==> src/rtl/swmon_pkg.sv <==
// constants for the switch monitor register slice: frame layout, addresses, reset values
// assumes a 32-bit serial frame, address first, most significant bit first
package swmon_pkg;
  localparam int          FRAME_BITS     = 32;
  localparam int          CNT_W          = 6;
  localparam int          ADDR_LSB       = 25;
  localparam int          DIR_BIT        = 24;
  localparam int          FAULT_BIT      = 23;
  localparam int          INT_BIT        = 22;
  localparam int          DATA_W         = 24;
  localparam int          GND_CH         = 14;
  localparam int          PROG_CH        = 8;
  localparam int          SW_CH          = 22;
  localparam int          ANALOG_MULTIPLEXER_OUTPUT_SEL_W     = 6;
  localparam int          ANALOG_MULTIPLEXER_OUTPUT_CUR_BIT   = 6;
  localparam int          ANALOG_MULTIPLEXER_OUTPUT_W         = 7;
  localparam logic [6:0]  ADDR_POLL_CUR  = 7'h17;
  localparam logic [6:0]  ADDR_ENTER_LP  = 7'h1C;
  localparam logic [6:0]  ADDR_ANALOG_MULTIPLEXER_OUTPUT_CTRL = 7'h1D;
  localparam logic [6:0]  ADDR_STATUS    = 7'h1F;
  localparam logic        DIR_WRITE      = 1'b1;
  localparam logic [23:0] LP_CMD_DATA    = 24'h000000;
  localparam logic [13:0] POLL_RESET     = 14'h0000;
  localparam logic [6:0]  ANALOG_MULTIPLEXER_OUTPUT_RESET     = 7'h00;
  localparam logic [7:0]  RESP_TOP       = 8'h00;
  localparam logic        FLAG_RESET     = 1'b1;
  typedef enum logic [0:0] {
    ST_IDLE  = 1'b0,
    ST_SHIFT = 1'b1
  } spi_state_e;
endpackage

==> src/rtl/swmon_regs.sv <==
// serial-reached slice of the switch monitor: polling current select, low-power entry, analog mux control
// assumes mode-0 serial framing sampled by a 40 MHz system clock; event inputs come from same-clock logic
//
// Notes on behaviour
// - a cleared polling select bit keeps that ground channel on default 1.0 mA polling.
// - a set polling select bit polls that ground channel with its wetting current.
// - polling select register at 0x17, read/write, bits 13..0, upper bits zero, resets zero.
// - low-power state is entered only by the dedicated low-power command.
// - entering or leaving low-power state never alters configuration registers.
// - write to 0x1C with all data zero enters low-power state and starts polling.
// - first frame after wake returns fault and interrupt flags high plus data chosen by the previous frame's address.
// - channel code 0 selects nothing, 1..14 ground inputs, 15..22 programmable inputs.
// - the routed input reads as 0 in switch status response words.
// - in normal state a new channel selection is applied on the write.
// - after reset no input is routed to the analog output.
// - source current bit 0 gives high impedance, 1 applies wetting current.
// - analog control at 0x1D, bit 6 current select, bits 5..0 channel, resets zero.
// - a frame starts at chip select falling and spans 32 serial clocks.
// - the interrupt flag clears once a response carrying it is returned.
// - responses carry fault flag in bit 23 and interrupt flag in bit 22.
`timescale 1ns/100ps
module swmon_regs
  import swmon_pkg::*;
(
  input  wire logic              CLK_SYS_I,
  input  wire logic              RESET_N_I,
  input  wire logic              CS_N_I,
  input  wire logic              SCLK_I,
  input  wire logic              MOSI_I,
  input  wire logic [SW_CH-1:0]  SWITCH_I,
  input  wire logic              SWITCH_EVENT_I,
  input  wire logic              FAULT_EVENT_I,
  input  wire logic              FAULT_CLR_I,
  input  wire logic              WAKE_I,
  output logic                   MISO_O,
  output logic                   MISO_OE_N_O,
  output logic                   LOW_POWER_O,
  output logic [GND_CH-1:0]      POLL_WET_SEL_O,
  output logic                   ANALOG_MULTIPLEXER_OUTPUT_WET_O,
  output logic [SW_CH-1:0]       ANALOG_MULTIPLEXER_OUTPUT_ROUTE_O
);
  localparam int SYNC_W = SW_CH + 3;

  ////////////////////////////////////////////////////////////////////////////
  // pin synchronisers: chip select, serial clock, data in, switch levels
  // select lane carries the inverted pin so its reset level equals idle: no false edge after reset
  logic [SYNC_W-1:0] s_lvl;
  logic [SYNC_W-1:0] s_rise;
  logic [SYNC_W-1:0] s_fall;

  pin_sync #(
    .WIDTH (SYNC_W)
  ) u_sync (
    .clk_i     (CLK_SYS_I),
    .reset_n_i (RESET_N_I),
    .pin_i     ({SWITCH_I, MOSI_I, SCLK_I, ~CS_N_I}),
    .lvl_o     (s_lvl),
    .rise_o    (s_rise),
    .fall_o    (s_fall)
  );

  logic             cs_fall;
  logic             cs_rise;
  logic             sclk_rise;
  logic             sclk_fall;
  logic             mosi;
  logic [SW_CH-1:0] sw_lvl;

  assign cs_fall   = s_rise[0];
  assign cs_rise   = s_fall[0];
  assign sclk_rise = s_rise[1];
  assign sclk_fall = s_fall[1];
  assign mosi      = s_lvl[2];
  assign sw_lvl    = s_lvl[SYNC_W-1:3];

  ////////////////////////////////////////////////////////////////////////////
  // state
  spi_state_e               state_q, state_d;
  logic [CNT_W-1:0]         cnt_q, cnt_d;
  logic [FRAME_BITS-1:0]    rx_q, rx_d;
  logic [FRAME_BITS-1:0]    tx_q, tx_d;
  logic [6:0]               last_addr_q, last_addr_d;
  logic                     low_power_q, low_power_d;
  logic                     fault_q, fault_d;
  logic                     intflg_q, intflg_d;
  logic [GND_CH-1:0]        poll_q, poll_d;
  logic [ANALOG_MULTIPLEXER_OUTPUT_W-1:0]        analog_multiplexer_output_q, analog_multiplexer_output_d;
  logic [SW_CH-1:0]         route_q, route_d;
  logic                     oe_n_q, oe_n_d;

  logic                     exec;
  logic [6:0]               f_addr;
  logic                     f_wr;
  logic [DATA_W-1:0]        f_data;
  logic                     lp_cmd;
  logic [SW_CH-1:0]         sel_hit;
  logic [INT_BIT-1:0]       resp_data;

  assign f_addr = rx_q[FRAME_BITS-1:ADDR_LSB];
  assign f_wr   = (rx_q[DIR_BIT] == DIR_WRITE);
  assign f_data = rx_q[DATA_W-1:0];
  // only a complete 32-clock frame is executed
  assign exec   = cs_rise && (state_q == ST_SHIFT) && (cnt_q == CNT_W'(FRAME_BITS));
  assign lp_cmd = exec && f_wr && (f_addr == ADDR_ENTER_LP) && (f_data == LP_CMD_DATA);

  // one decoder lane per input; codes 1..22 map to status bit code-1
  genvar g;
  generate
    for (g = 0; g < SW_CH; g++) begin : g_route
      assign sel_hit[g] = (analog_multiplexer_output_d[ANALOG_MULTIPLEXER_OUTPUT_SEL_W-1:0] == ANALOG_MULTIPLEXER_OUTPUT_SEL_W'(g + 1));
    end
  endgenerate

  // response data for the frame about to start, chosen by the previous frame's address
  always_comb begin
    unique case (last_addr_q)
      ADDR_POLL_CUR:  resp_data = INT_BIT'(poll_q);
      ADDR_ANALOG_MULTIPLEXER_OUTPUT_CTRL: resp_data = INT_BIT'(analog_multiplexer_output_q);
      default:        resp_data = sw_lvl & ~route_q;
    endcase
  end

  ////////////////////////////////////////////////////////////////////////////
  // next-state logic
  always_comb begin
    state_d     = state_q;
    cnt_d       = cnt_q;
    rx_d        = rx_q;
    tx_d        = tx_q;
    last_addr_d = last_addr_q;
    low_power_d = low_power_q;
    fault_d     = fault_q;
    intflg_d    = intflg_q;
    poll_d      = poll_q;
    analog_multiplexer_output_d      = analog_multiplexer_output_q;

    if (cs_fall) begin
      // flags in bits 23 and 22
      tx_d    = {RESP_TOP, fault_q, intflg_q, resp_data};
      state_d = ST_SHIFT;
      cnt_d   = '0;
      intflg_d = 1'b0;
    end else if (state_q == ST_SHIFT) begin
      if (cs_rise) begin
        state_d = ST_IDLE;
      end else begin
        if (sclk_rise && cnt_q != CNT_W'(FRAME_BITS)) begin
          rx_d  = {rx_q[FRAME_BITS-2:0], mosi};
          cnt_d = cnt_q + CNT_W'(1);
        end
        if (sclk_fall) begin
          tx_d = {tx_q[FRAME_BITS-2:0], 1'b0};
        end
      end
    end

    if (exec) begin
      last_addr_d = f_addr;
      if (f_wr && f_addr == ADDR_POLL_CUR) begin
        poll_d = f_data[GND_CH-1:0];
      end
      // analog control applied on the write in normal state
      if (f_wr && f_addr == ADDR_ANALOG_MULTIPLEXER_OUTPUT_CTRL && !low_power_q) begin
        analog_multiplexer_output_d = f_data[ANALOG_MULTIPLEXER_OUTPUT_W-1:0];
      end
    end

    // only the command enters low power; registers untouched here
    if (lp_cmd) begin
      low_power_d = 1'b1;
    end
    if (FAULT_CLR_I) begin
      fault_d = 1'b0;
    end
    if (FAULT_EVENT_I) begin
      fault_d = 1'b1;
    end
    // event set wins over the read clear
    if (SWITCH_EVENT_I || FAULT_EVENT_I) begin
      intflg_d = 1'b1;
    end
    // wake raises both flags for the first frame
    if (WAKE_I) begin
      low_power_d = 1'b0;
      fault_d     = 1'b1;
      intflg_d    = 1'b1;
    end

    route_d = sel_hit;
    oe_n_d  = (state_d != ST_SHIFT);
  end

  ////////////////////////////////////////////////////////////////////////////
  // registers
  always_ff @(posedge CLK_SYS_I or negedge RESET_N_I) begin
    if (!RESET_N_I) begin
      state_q     <= ST_IDLE;
      cnt_q       <= '0;
      rx_q        <= '0;
      tx_q        <= '0;
      last_addr_q <= ADDR_STATUS;
      low_power_q <= 1'b0;
      fault_q     <= FLAG_RESET;
      intflg_q    <= FLAG_RESET;
      poll_q      <= POLL_RESET;
      analog_multiplexer_output_q      <= ANALOG_MULTIPLEXER_OUTPUT_RESET;
      route_q     <= '0;
      oe_n_q      <= 1'b1;
    end else begin
      state_q     <= state_d;
      cnt_q       <= cnt_d;
      rx_q        <= rx_d;
      tx_q        <= tx_d;
      last_addr_q <= last_addr_d;
      low_power_q <= low_power_d;
      fault_q     <= fault_d;
      intflg_q    <= intflg_d;
      poll_q      <= poll_d;
      analog_multiplexer_output_q      <= analog_multiplexer_output_d;
      route_q     <= route_d;
      oe_n_q      <= oe_n_d;
    end
  end

  assign MISO_O         = tx_q[FRAME_BITS-1];
  assign MISO_OE_N_O    = oe_n_q;
  assign LOW_POWER_O    = low_power_q;
  // per-channel polling current: 0 default 1.0 mA, 1 wetting current
  assign POLL_WET_SEL_O = poll_q;
  assign ANALOG_MULTIPLEXER_OUTPUT_WET_O     = analog_multiplexer_output_q[ANALOG_MULTIPLEXER_OUTPUT_CUR_BIT];
  assign ANALOG_MULTIPLEXER_OUTPUT_ROUTE_O   = route_q;
endmodule

==> src/rtl/pin_sync.sv <==
// three-stage synchroniser with agreement filter and edge pulses, one lane per bit
// assumes asynchronous pin inputs and a single system clock
`timescale 1ns/100ps
module pin_sync #(
  parameter int WIDTH = 1
) (
  input  wire logic             clk_i,
  input  wire logic             reset_n_i,
  input  wire logic [WIDTH-1:0] pin_i,
  output logic      [WIDTH-1:0] lvl_o,
  output logic      [WIDTH-1:0] rise_o,
  output logic      [WIDTH-1:0] fall_o
);
  // elaboration check: at least one lane
  if (WIDTH < 1) begin : g_width_check
    $error("pin_sync needs at least one lane");
  end

  logic [WIDTH-1:0] s1_q;
  logic [WIDTH-1:0] s2_q;
  logic [WIDTH-1:0] s3_q;
  logic [WIDTH-1:0] lvl_d;
  logic [WIDTH-1:0] rise_d;
  logic [WIDTH-1:0] fall_d;

  genvar g;
  generate
    for (g = 0; g < WIDTH; g++) begin : g_lane
      // a change counts once the second and third stages agree
      always_comb begin
        lvl_d[g]  = (s2_q[g] == s3_q[g]) ? s3_q[g] : lvl_o[g];
        rise_d[g] = lvl_d[g] & ~lvl_o[g];
        fall_d[g] = ~lvl_d[g] & lvl_o[g];
      end
    end
  endgenerate

  always_ff @(posedge clk_i or negedge reset_n_i) begin
    if (!reset_n_i) begin
      s1_q   <= '0;
      s2_q   <= '0;
      s3_q   <= '0;
      lvl_o  <= '0;
      rise_o <= '0;
      fall_o <= '0;
    end else begin
      s1_q   <= pin_i;
      s2_q   <= s1_q;
      s3_q   <= s2_q;
      lvl_o  <= lvl_d;
      rise_o <= rise_d;
      fall_o <= fall_d;
    end
  end
endmodule

==> config.mk <==
export PLATFORM = sky130hd
export DESIGN_NAME = swmon_regs
export DESIGN_NICKNAME = d
export VERILOG_FILES = /design/src/rtl/swmon_pkg.sv /design/src/rtl/swmon_regs.sv /design/src/rtl/pin_sync.sv
export SDC_FILE = /design/constraint.sdc
export NUM_CORES = 1
export LEC_CHECK = 0
export BUFFER_PORTS_ARGS = -buffer_cell sky130_fd_sc_hd__buf_2
export CORE_MARGIN = 10
export CORE_UTILIZATION = 40
export CTS_CLUSTER_DIAMETER = 200
export DETAILED_ROUTE_END_ITERATION = 6
export GPL_TIMING_DRIVEN = 1
export PLACE_DENSITY_LB_ADDON = 0.08
export SYNTH_ARGS = -nofsm -noshare
export SYNTH_HDL_FRONTEND = slang
export SYNTH_SLANG_ARGS = --single-unit
==> constraint.sdc <==
create_clock -name CLK_SYS_I -period 2.1 [get_ports CLK_SYS_I]
set_clock_uncertainty 0.1 [all_clocks]
set_input_delay 0.105 -clock CLK_SYS_I [delete_from_list [all_inputs] [get_ports CLK_SYS_I]]
set_output_delay 0.105 -clock CLK_SYS_I [all_outputs]
set_load 0.01 [all_outputs]
==> impl_metrics.ini <==
[setup_path]
cp_max_fo = 13
cpLargestDelayFamily = simple AND/OR/NAND/NOR gates
rr_worst_depth = 5
worstPathRequired_ps = 2400
path_buf_inv = 1
slowest_stage = dfrtp_2
crit_path_start_kind = flop
cp_cell_sequence = nor4b_4 -> nand4_4 -> nor3b_4 -> buf_12 -> mux2_4
r2r_end = POLL_WET_SEL_O[12]
worst_ep_arrival_time_ps = 2320
critPathKind = reg -> reg
rr_startpoint = cnt_q[3]
startpoint = cnt_q[3]
crit_path_max_incr_delay_ps = 440
reg2reg_slack_ps = 70
crit_path_end_kind = flop

[logic_synthesis]
synth-edff-count = 0
yosys-top-cells-count = dfrtp_1, nand2_1, mux2_2
synth.area.top_cells = dfrtp_1, mux2_2, mux2_4
syn_nets = 723
synth.yosys.seq_area_share = 0.639
synth_top_area_share = 0.616
synth_top_area_cell = dfrtp_1
yosysMostFrequentCell = dfrtp_1
synthArstFlopShare = 1.00
ys_ff_latch = 229
yosys_warnings = 0
ys.flop_type = dfrtp_1
synth_area_per_cell_um2 = 13.0
synthesis.instances = 690
syn_area_um2 = 8980
yosys.cell_types.count = 62

[floorplanning]
dieWidth_um = 170
die_h_um = 170
num_rows = 54
initial_utilization = 0.409
ios = 71
dieArea_um2 = 28800
coreArea_um2 = 22000

[worst_hold_path]
min-delay-start = SWITCH_I[6]
hold_end = u_sync.s1_q[9]
worstHoldPathCells = 2
hold_path_class = in -> reg

[layout]
antennaDiodeCount = 0
multiInputGateArea_um2 = 3000
seq_area_um2 = 5740
area_growth_pct = 24.4
fill_cells = 1879
finalNetCount = 860
finalNonFillerCells = 1127
drive_gt1_frac = 0.286

[placed_design]
gp_congestion = 0.839
dp_hpwl_um = 14700
io_buffer_count = 70
dp_cells = 1040

[power_and_ir_drop]
power_density_nw_per_um2 = 951
worst_ir_drop_vdd_uv = 643
leakagePower_nw = 5.04
p_sw_frac = 0.241
power_mw = 10.6
p_switching_mw = 2.56
seqPwrFrac = 0.475
p_comb_frac = 0.101
pwr-share-clk = 0.424
p_int_mw = 8.06

[global_route]
antenna_found_initial = 0
grt_pass1_vias = 6052
grt_pass1_wl_um = 33800
gr-total-overflow = 0
track_usage = 0.146
grt_max_degree = 70

[detailed_routing]
ant_nets = 0
avgRoutedWirePerCell_um = 18.8
dr.pass1.iters = 4
drtIter0Drc = 400
avgViaCountPerCell = 5.16
vias = 5818
wirelength_um = 21200
drc_errors = 0

[clock_network]
clockRootBuffer = clkbuf_16
cts.sinks = 229
cts.clk_slew.worst_paths_ps = 60
cts_inserted_buffers = 26
clock_latency_ps = 520
h-tree-depth = 1
ctsLongestPathBuffers = 3
cts_tree = yes

[run_status]
status = completed

[timing]
tightest_slew_ps = 581
final.min_clock_period_ps = 2030
fmax_mhz = 493
setup_viol_count_final = 0
relSlewSlack = 0.609
hold_violations = 0
drv_slew = 0
finalCritPeriodShare = 0.965

[job]
drv_cap = 0
==> metal layers <==
layer  global-route usage  up-vias  routed length, um
met4               0.0458        0                689
met3               0.0305       33               1120
li1                     -     2729                  -
met2                0.227      127               9580
met5                    0        -                  0
met1                0.201     2929               9790
==> flip-flops by register name, summed over array words and instances (netlist names), 2 cells and up <==
signal,count
ANALOG_MULTIPLEXER_OUTPUT_ROUTE_O,22
POLL_WET_SEL_O,14
analog_multiplexer_output_q,7
cnt_q,6
last_addr_q,7
rx_q,32
tx_q,32
u_sync.fall_o,2
u_sync.lvl_o,25
u_sync.rise_o,2
u_sync.s1_q,25
u_sync.s2_q,25
u_sync.s3_q,25
==> layout by cell type, fill, tap and decap left out, types with 20 or more instances in the layout <==
cell,Yosys,layout
nor2_1,30,30
nand2_1,60,60
o21ai_0,38,38
clkbuf_16,0,28
buf_4,3,34
dfrtp_1,221,219
mux2_2,43,40
buf_2,4,69
dlygate4sd3_1,0,33
maj3_1,25,25
mux2_4,17,20
==> how the worst max path moves through the flow <==
| stage | cells after the start | endpoint | slack [ps] |
|---|---|---|---|
| 2_1_floorplan | 5 | POLL_WET_SEL_O[10] | 160 |
| 6_report | 5 | POLL_WET_SEL_O[12] | 70 |
| 5_1_grt | 5 | POLL_WET_SEL_O[12] | -2 |
| 4_1_cts | 5 | POLL_WET_SEL_O[1] | 70 |
| 3_3_place_gp | 5 | POLL_WET_SEL_O[1] | 130 |
| 3_5_place_dp | 5 | POLL_WET_SEL_O[2] | 80 |
==> final cells by class <==
class	count	area share
clock inverters	8	0.00885
multi-input cells	405	0.268
inverters	18	0.00605
repair buffers	147	0.102
flip-flops and latches	229	0.514
clock buffers	40	0.0693
well taps	280	0.0314
==> cell families after synthesis <==
family                   after synthesis  synth area share
flip-flops                           229             0.639
buffers and inverters                 56            0.0288
AO/OA/AOI/OAI                        116            0.0819
AND/OR/NAND/NOR                      180             0.113
XOR/XNOR                               5           0.00488
adder cells (fa/ha/maj)               27            0.0307
multiplexers                          77             0.101
==> through the flow <==
| stage | area, um^2 | utilization | setup TNS (ps) | setup WS (ps) | hold WS, ps |
|---|---|---|---|---|---|
| after global routing | 11200 | 0.509 | -3.86 | -1.81 | 116 |
| after global placement | 9880 | 0.450 | 0 | 127 | -59.2 |
| after CTS | 11100 | 0.505 | 0 | 66.7 | 91.1 |
| after floorplan | 8980 | - | 0 | 156 | -291 |
| after detailed placement | 9880 | 0.450 | 0 | 80.2 | -54.3 |
| final | 11200 | 0.509 | 0 | 72.7 | 119 |
==> power by group through the flow <==
stage / clock network, mW / registers, mW / logic (mW)
6_report: 4.51 / 5.05 / 1.07
3_3_place_gp: 0 / 5.11 / 0.984
4_1_cts: 4.66 / 5.05 / 1.06
5_1_grt: 4.82 / 5.09 / 1.21
3_5_place_dp: 0 / 5.13 / 1.01
2_1_floorplan: 0 / 4.96 / 0.653
==> timing repair <==
item                       4_1_cts  5_1_grt
setup endpoints to repair        0       46
hold buffers                    33        0
hold endpoints to repair       254        0
buffers inserted                 0        4
resized for setup                0        5
Note: power is estimated with default switching activity, not from simulation.
